<file path="config.mk">
export PLATFORM = sky130hd
export DESIGN_NAME = ahr_top
export DESIGN_NICKNAME = d
export VERILOG_FILES = /design/src/hdl/ahr_pkg.sv /design/src/hdl/ahr_top.sv /design/src/hdl/ahr_range_check.sv
export SDC_FILE = /design/constraint.sdc
export NUM_CORES = 1
export LEC_CHECK = 0
export ABC_AREA = 1
export CORE_AREA = 4 4 231 233
export CTS_BUF_LIST = sky130_fd_sc_hd__clkbuf_16
export DETAILED_ROUTE_END_ITERATION = 6
export DIE_AREA = 0 0 235 237
export DONT_BUFFER_PORTS = 1
export SKIP_LAST_GASP = 1
export SLEW_MARGIN = 20
export SYNTH_ARGS = -nofsm -noshare
export SYNTH_HDL_FRONTEND = slang
export SYNTH_SLANG_ARGS = --single-unit
</file>
<file path="constraint.sdc">
create_clock -name clk -period 4.4 [get_ports clk]
set_input_delay 0.22 -clock clk [delete_from_list [all_inputs] [get_ports clk]]
set_output_delay 0.22 -clock clk [all_outputs]
set_load 0.05 [all_outputs]
</file>
<file path="src/hdl/ahr_pkg.sv">
// Package: constants and types for the actuator homing and range monitor
package ahr_pkg;

  // ----------------------------------------
  // Sizes
  // ----------------------------------------
  localparam int NUM_AXES   = 4;
  localparam int POS_W      = 24;
  localparam int SPEED_W    = 8;
  localparam int STALL_W    = 8;

  // ----------------------------------------
  // Homing modes
  // ----------------------------------------
  localparam logic [1:0] MODE_STOP    = 2'h0;
  localparam logic [1:0] MODE_TRIGGER = 2'h1;
  localparam logic [1:0] MODE_ACTUAL  = 2'h2;
  localparam logic [1:0] MODE_NONE    = 2'h3;

  // ----------------------------------------
  // Reset values and timing
  // ----------------------------------------
  localparam logic [POS_W-1:0] POS_RST       = 24'h000000;
  localparam int               STALL_CYC_DEF = 16;

  // ----------------------------------------
  // Sequencer states
  // ----------------------------------------
  typedef enum logic [2:0] {
    AHR_IDLE    = 3'b000,
    AHR_START   = 3'b001,
    AHR_BACKOFF = 3'b010,
    AHR_SEEK    = 3'b011,
    AHR_FREE    = 3'b100,
    AHR_NEXT    = 3'b101,
    AHR_DONE    = 3'b110,
    AHR_FAIL    = 3'b111
  } ahr_state_t;

endpackage

</file>
<file path="src/hdl/ahr_top.sv">
// Actuator homing sequencer, position tracking and range monitor
`timescale 1ns/10ps
module ahr_top #(
  parameter int N       = ahr_pkg::NUM_AXES,
  parameter int POS_W   = ahr_pkg::POS_W,
  parameter int SPEED_W = ahr_pkg::SPEED_W,
  parameter int STALL_W = ahr_pkg::STALL_W
) (
  // Clock and reset
  input  wire logic                 clk,
  input  wire logic                 srst,
  // Per-axis configuration, plus one stall_cycles limit shared by all axes
  input  wire logic [N*2-1:0]       home_mode,
  input  wire logic [N-1:0]         dir_out,
  input  wire logic [N-1:0]         free_check_en,
  input  wire logic [N-1:0]         is_stepper,
  input  wire logic [N*SPEED_W-1:0] home_speed,
  input  wire logic [N*POS_W-1:0]   range_lo,
  input  wire logic [N*POS_W-1:0]   range_hi,
  input  wire logic [N*POS_W-1:0]   stroke,
  input  wire logic [STALL_W-1:0]   stall_cycles,
  // Control
  input  wire logic                 init_req,
  input  wire logic                 run_req,
  input  wire logic                 trigger_in,
  input  wire logic [N-1:0]         follow_err,
  // Actuator feedback
  input  wire logic [N-1:0]         sig_supply_ok,
  input  wire logic [N*POS_W-1:0]   pos_delta,
  // Actuator drive
  output logic [N-1:0]              move_en,
  output logic [N-1:0]              move_dir_out,
  output logic [N*SPEED_W-1:0]      move_speed,
  // Status
  output logic [N*POS_W-1:0]        axis_pos,
  output logic [N-1:0]              homed,
  output logic                      warn_out,
  output logic                      pos_err_out,
  output logic                      init_err,
  output logic                      run_active
);

  // ----------------------------------------
  // Parameter check
  // ----------------------------------------
  if (N < 1 || N > 4 || POS_W < 2 || STALL_W < 1) begin : g_bad
    $error("ahr_top: unsupported parameter values");
  end

  // ----------------------------------------
  // Input synchronisers
  // ----------------------------------------
  logic       trig_s1;
  logic       trig;
  logic [N-1:0] run_s1, supply_s1;
  // Following-error pins take two stages as well
  logic [N-1:0] ferr_q;
  logic [N-1:0] supply_ok;
  logic       init_s1, init_q, runr_s1, runr_q;

  always_ff @(posedge clk) begin
    if (srst) begin
      trig_s1   <= 1'b0;
      trig      <= 1'b0;
      supply_s1 <= '0;
      supply_ok <= '0;
      init_s1   <= 1'b0;
      init_q    <= 1'b0;
      runr_s1   <= 1'b0;
      runr_q    <= 1'b0;
      run_s1    <= '0;
      ferr_q    <= '0;
    end else begin
      trig_s1   <= trigger_in;
      trig      <= trig_s1;
      supply_s1 <= sig_supply_ok;
      supply_ok <= supply_s1;
      init_s1   <= init_req;
      init_q    <= init_s1;
      runr_s1   <= run_req;
      runr_q    <= runr_s1;
      run_s1    <= follow_err;
      ferr_q    <= run_s1;
    end
  end

  // ----------------------------------------
  // Sequencer
  // ----------------------------------------
  ahr_pkg::ahr_state_t state;
  logic [1:0]          axis;
  logic                trig_prev;
  logic [STALL_W-1:0]  still_cnt;
  logic [POS_W-1:0]    travel;
  logic                zero_now;

  logic [1:0]          cur_mode;
  logic                cur_dir;
  logic [POS_W-1:0]    cur_delta;
  logic                stalled;
  logic                cur_edge;

  always_comb begin
    cur_mode  = home_mode[axis*2 +: 2];
    cur_dir   = dir_out[axis];
    cur_delta = pos_delta[axis*POS_W +: POS_W];
    stalled   = (still_cnt >= stall_cycles) && (stall_cycles != '0);
    // Active edge is any rising edge of the synchronised trigger, whatever the travel direction
    cur_edge  = trig && !trig_prev;
  end

  always_ff @(posedge clk) begin
    if (srst) begin
      state     <= ahr_pkg::AHR_IDLE;
      axis      <= 2'h0;
      trig_prev <= 1'b0;
      still_cnt <= '0;
      travel    <= '0;
      zero_now  <= 1'b0;
      init_err  <= 1'b0;
    end else begin
      trig_prev <= trig;
      zero_now  <= 1'b0;
      case (state)
        ahr_pkg::AHR_IDLE: begin
          if (init_q) begin
            axis  <= 2'h0;
            state <= ahr_pkg::AHR_START;
          end
        end
        ahr_pkg::AHR_START: begin
          still_cnt <= '0;
          travel    <= '0;
          case (cur_mode)
            ahr_pkg::MODE_STOP: begin
              state <= ahr_pkg::AHR_SEEK;
            end
            ahr_pkg::MODE_TRIGGER: begin
              state <= trig ? ahr_pkg::AHR_BACKOFF : ahr_pkg::AHR_SEEK;
            end
            ahr_pkg::MODE_ACTUAL: begin
              zero_now <= 1'b1;
              state    <= free_check_en[axis] ? ahr_pkg::AHR_FREE : ahr_pkg::AHR_NEXT;
            end
            default: begin
              state <= ahr_pkg::AHR_NEXT;
            end
          endcase
        end
        ahr_pkg::AHR_BACKOFF: begin
          if (!trig) begin
            state <= ahr_pkg::AHR_SEEK;
          end
        end
        ahr_pkg::AHR_SEEK: begin
          still_cnt <= (cur_delta == '0) ? still_cnt + 1'b1 : '0;
          if ((cur_mode == ahr_pkg::MODE_STOP && stalled) ||
              (cur_mode == ahr_pkg::MODE_TRIGGER && cur_edge)) begin
            zero_now  <= 1'b1;
            still_cnt <= '0;
            state     <= free_check_en[axis] ? ahr_pkg::AHR_FREE : ahr_pkg::AHR_NEXT;
          end
        end
        ahr_pkg::AHR_FREE: begin
          still_cnt <= (cur_delta == '0) ? still_cnt + 1'b1 : '0;
          travel    <= travel + (cur_delta[POS_W-1] ? -cur_delta : cur_delta);
          if (stalled) begin
            init_err <= 1'b1;
            state    <= ahr_pkg::AHR_FAIL;
          end else if (travel >= stroke[axis*POS_W +: POS_W]) begin
            state <= ahr_pkg::AHR_NEXT;
          end
        end
        ahr_pkg::AHR_NEXT: begin
          if (axis == 2'(N-1)) begin
            state <= ahr_pkg::AHR_DONE;
          end else begin
            axis  <= axis + 2'h1;
            state <= ahr_pkg::AHR_START;
          end
        end
        ahr_pkg::AHR_DONE: begin
          state <= ahr_pkg::AHR_DONE;
        end
        ahr_pkg::AHR_FAIL: begin
          state <= ahr_pkg::AHR_FAIL;
        end
        default: begin
          state <= ahr_pkg::AHR_IDLE;
        end
      endcase
    end
  end

  // ----------------------------------------
  // Motion command
  // ----------------------------------------
  always_ff @(posedge clk) begin
    if (srst) begin
      move_en      <= '0;
      move_dir_out <= '0;
      move_speed   <= '0;
    end else begin
      move_en      <= '0;
      move_dir_out <= '0;
      move_speed   <= '0;
      if (state == ahr_pkg::AHR_SEEK || state == ahr_pkg::AHR_BACKOFF ||
          state == ahr_pkg::AHR_FREE) begin
        move_en[axis]                        <= 1'b1;
        move_speed[axis*SPEED_W +: SPEED_W]  <= home_speed[axis*SPEED_W +: SPEED_W];
        // Back off runs opposite; free check runs away from the zero
        move_dir_out[axis] <= (state == ahr_pkg::AHR_SEEK) ? cur_dir : !cur_dir;
      end
    end
  end

  // ----------------------------------------
  // Position tracking and homed flags
  // ----------------------------------------
  always_ff @(posedge clk) begin
    if (srst) begin
      axis_pos <= '0;
      homed    <= '0;
    end else begin
      for (int i = 0; i < N; i++) begin
        if (zero_now && axis == 2'(i)) begin
          axis_pos[i*POS_W +: POS_W] <= ahr_pkg::POS_RST;
          homed[i]                   <= 1'b1;
        end else if (!supply_ok[i]) begin
          // Lost signal supply forgets the zero
          homed[i] <= 1'b0;
        end else if (!is_stepper[i] || move_en[i]) begin
          // Steppers have no pick-up, so only driven motion is counted
          axis_pos[i*POS_W +: POS_W] <= axis_pos[i*POS_W +: POS_W]
                                        + pos_delta[i*POS_W +: POS_W];
        end
      end
    end
  end

  // ----------------------------------------
  // Range monitor
  // ----------------------------------------
  logic [N-1:0] outside;

  for (genvar g = 0; g < N; g++) begin : g_rng
    ahr_range_check #(
      .POS_W (POS_W)
    ) u_rng (
      .clk     (clk),
      .srst    (srst),
      .pos     (axis_pos[g*POS_W +: POS_W]),
      .lo      (range_lo[g*POS_W +: POS_W]),
      .hi      (range_hi[g*POS_W +: POS_W]),
      .enable  (homed[g]),
      .outside (outside[g])
    );
  end

  // ----------------------------------------
  // Collective outputs
  // ----------------------------------------
  always_ff @(posedge clk) begin
    if (srst) begin
      warn_out    <= 1'b1;
      pos_err_out <= 1'b0;
      run_active  <= 1'b0;
    end else begin
      warn_out    <= (homed != {N{1'b1}});
      // Range flags and synchronised following errors share one output
      pos_err_out <= (|outside) || (|ferr_q);
      run_active  <= runr_q && !warn_out && !init_err;
    end
  end

endmodule

</file>
<file path="src/hdl/ahr_range_check.sv">
// Per-axis position range compare with registered flag
`timescale 1ns/10ps
module ahr_range_check #(
  parameter int POS_W = 24
) (
  // Clock and reset
  input  wire logic             clk,
  input  wire logic             srst,
  // Range and position
  input  wire logic [POS_W-1:0] pos,
  input  wire logic [POS_W-1:0] lo,
  input  wire logic [POS_W-1:0] hi,
  input  wire logic             enable,
  // Result
  output logic                  outside
);

  // ----------------------------------------
  // Compare
  // ----------------------------------------
  always_ff @(posedge clk) begin
    if (srst) begin
      outside <= 1'b0;
    end else begin
      outside <= enable && (($signed(pos) < $signed(lo)) || ($signed(pos) > $signed(hi)));
    end
  end

endmodule

</file>
==> flow_summary.json <==
{
  "status": "finished, final reports clean",
  "synth_area_leaders": "ha_1 (20%), dfxtp_1 (19%), nand2_1 (13%)",
  "cts_tree": "yes",
  "postSynth.asyncResetShare": 0,
  "drv_slew": 0,
  "io_buffer_count": 0,
  "antenna_found_initial": 15,
  "overflow": 0,
  "setup_viol": 0,
  "layout_common_cells": "nand2_1 (784), inv_1 (542), nor2_1 (378)",
  "core-area_um2": 51200,
  "fin_util": 0.477,
  "worstSetupPathType": "flop to flop",
  "die_y_um": 237,
  "cts.sinks": 209,
  "drt_iter0_drc": 1479,
  "grt_usage": 0.290,
  "end_kind": "flop",
  "fp-row-count": 83,
  "yosysTopAreaCell": "ha_1",
  "powerDensity_nw_per_um2": 276,
  "grt_max_degree": 78,
  "rsz0062_at_grt": "false",
  "grt_pass1_wl_um": 127000,
  "final_common_cell": "nand2_1",
  "maxCapViolations": 0,
  "numCtsBuffers": 28,
  "postRouteAntennaNets": 0,
  "p_leak_nw": 13.0,
  "max_freq_mhz": 254,
  "ys.flop_type": "dfxtp_1",
  "r2r_end": "travel[21]$_SDFFE_PP0P_",
  "worst_pin_slew_ns": 0.887,
  "start_kind": "flop",
  "clk_pin_slew_worst_paths_ns": 0.07,
  "ctsLongestPathBuffers": 3,
  "fill_cells": 5415,
  "vias": 22800,
  "min_to": "move_speed[6]$_SDFF_PP0_",
  "grt_pass1_vias": 21200,
  "finalClockSkew_ns": 0.0365,
  "worst_slack_ns": 0.463,
  "area_growth_pct": 10.4,
  "drt_pass1_iterations": 5,
  "synth_edf_count": 0,
  "cts-root-buf": "clkbuf_16",
  "synthesis.area_um2": 22100,
  "synth-seq-area-share": 0.189,
  "drive_gt1_frac": 0.0382,
  "r2r-start": "axis[1]$_SDFFE_PP0P_",
  "crit_arrival_ns": 4.48,
  "crit_fanout": 19,
  "hp-start": "home_speed[22]",
  "holdPathStages": 3,
  "avgViaCountPerCell": 5.39,
  "period_needed_ns": 3.94,
  "hold_viol": 0,
  "finalNetCount": 4320,
  "post_drt_wl_per_cell_um": 20.2,
  "yosysWarnings": 0,
  "slew_headroom": 0.406,
  "r2r_setup_slack_ns": 0.46,
  "synthesis.nets": 4289,
  "drt-total-wl_um": 85400,
  "insertion_delay_ns": 0.60,
  "netlist.area_leader.share": 0.195,
  "hp-class": "input pin to flop",
  "dieArea_um2": 55700,
  "num_io_pins": 601,
  "crit_required_ns": 4.94,
  "place_hpwl_um": 71200,
  "synth_cells": 3482,
  "cts_max_level": 1,
  "post-route-period-util": 0.895,
  "finalWeightedCongestion": 0.978,
  "synthDistinctLibCells": 52,
  "dp_slack_ns": 0.554,
  "worst_r2r_path_depth": 23,
  "initial_utilization": 0.432,
  "setup_tns_ns": 0,
  "ir_drop_mv": 0.252,
  "synth-seq-cells": 209,
  "die_x_um": 235,
  "drc_errors": 0,
  "syn_avg_cell_area_um2": 6.35
}
report_power, final:
part | total (mW) | internal (mW) | switching [mW]
logic | 1.97 | 0.693 | 1.28
registers | 2.32 | 1.99 | 0.328
clock network | 2.44 | 1.45 | 0.996
critical path, stage by stage (launching register included):
cell	delay (ns)
dfxtp_2	0.41
inv_4	0.21
nand3_1	0.11
and2_1	0.22
inv_1	0.07
ha_1	0.13
inv_1	0.07
nor2_4	0.14
nand2_4	0.08
nor2_4	0.08
nand3_2	0.09
nor2_2	0.14
nand2_1	0.06
nand2_1	0.07
xor2_1	0.22
ha_1	0.34
a21oi_1	0.26
o211ai_1	0.13
a21oi_1	0.19
inv_1	0.06
nand2_1	0.05
nand3_1	0.06
a21oi_1	0.15
dlygate4sd3_1	0.55
Yosys cell counts (all sizes together) (10+ instances only):
library cell,instances
a21boi,14
clkbuf,41
o211ai,26
nor2,395
o21ai,205
buf,41
o21a,10
a211oi,12
nand3,184
nor4,12
o21bai,19
a32o,25
nand2,797
ha,345
dfxtp,209
a21oi,327
a21o,15
xnor2,26
inv,544
nand4,47
nor3,58
xor2,67
nand3b,10
through the flow:
stage               total power, mW  cell area [um2]  instances  hold slack [ns]
floorplan                      3.76            22100       3482            0.327
global placement               4.24            22800       4104            0.326
detailed placement             4.23            22800       4104            0.326
CTS                            6.75            24300       4212          0.00795
global route                   7.15            24400       4227           0.0278
finish                         6.74            24400       4229           0.0322
sequential cells by signal, indices dropped and copies added (netlist names), 2 cells and up:
signal,count
still_cnt,8
ferr_q,4
axis_pos,96
homed,4
travel,24
move_en,4
supply_ok,4
move_dir_out,4
axis,2
move_speed,32
run_s1,4
supply_s1,4
g_rng.u_rng.outside,4
state,3
worst max path at each step:
stage | start | to | slack (ns) | cells after the start
after global placement | axis[0]$_SDFFE_PP0P_ | travel[17]$_SDFFE_PP0P_ | 0.58 | 24
final | axis[1]$_SDFFE_PP0P_ | travel[21]$_SDFFE_PP0P_ | 0.46 | 23
after detailed placement | axis[0]$_SDFFE_PP0P_ | travel[17]$_SDFFE_PP0P_ | 0.55 | 21
after global routing | axis[0]$_SDFFE_PP0P_ | travel[21]$_SDFFE_PP0P_ | 0.002 | 23
after floorplan | axis[0]$_SDFFE_PP0P_ | travel[23]$_SDFFE_PP0P_ | 1.27 | 25
after CTS | axis[0]$_SDFFE_PP0P_ | travel[21]$_SDFFE_PP0P_ | 0.03 | 23
timing repair:
item,in CTS,in global routing
resized for setup,0,8
buffers inserted,0,3
endpoints found under the setup margin,0,1
hold buffers,56,0
endpoints found under the hold margin,103,0
layout make-up:
type                            count  area [um2]  share of cell area
Inverter                          546        2060              0.0843
Sequential cell                   209        4190               0.172
Tap cell                          680         851              0.0348
Timing Repair Buffer               83         796              0.0326
Multi-Input combinational cell   2645       15500               0.635
Antenna cell                       14        35.0             0.00143
Clock buffer                       29         726              0.0297
Clock inverter                     23         268              0.0110
cell families (layout without fill, tap and decap cells):
| kind of cell | count (synthesis) | count (layout) | synth area share |
|---|---|---|---|
| XOR/XNOR | 93 | 93 | 0.0368 |
| flip-flops | 209 | 209 | 0.189 |
| adder cells (fa/ha/maj) | 350 | 350 | 0.200 |
| AO/OA/AOI/OAI | 682 | 682 | 0.175 |
| other | 0 | 14 | 0 |
| AND/OR/NAND/NOR | 1520 | 1520 | 0.288 |
| buffers and inverters | 628 | 681 | 0.112 |
per-layer routing:
metal	up-vias	wire [um]	global-route usage
met5	-	27	0
met4	4	3520	0.118
met3	148	6400	0.0634
met2	872	39000	0.481
met1	10200	36500	0.368
li1	11500	-	-
Note: power is estimated with default switching activity, not from simulation.
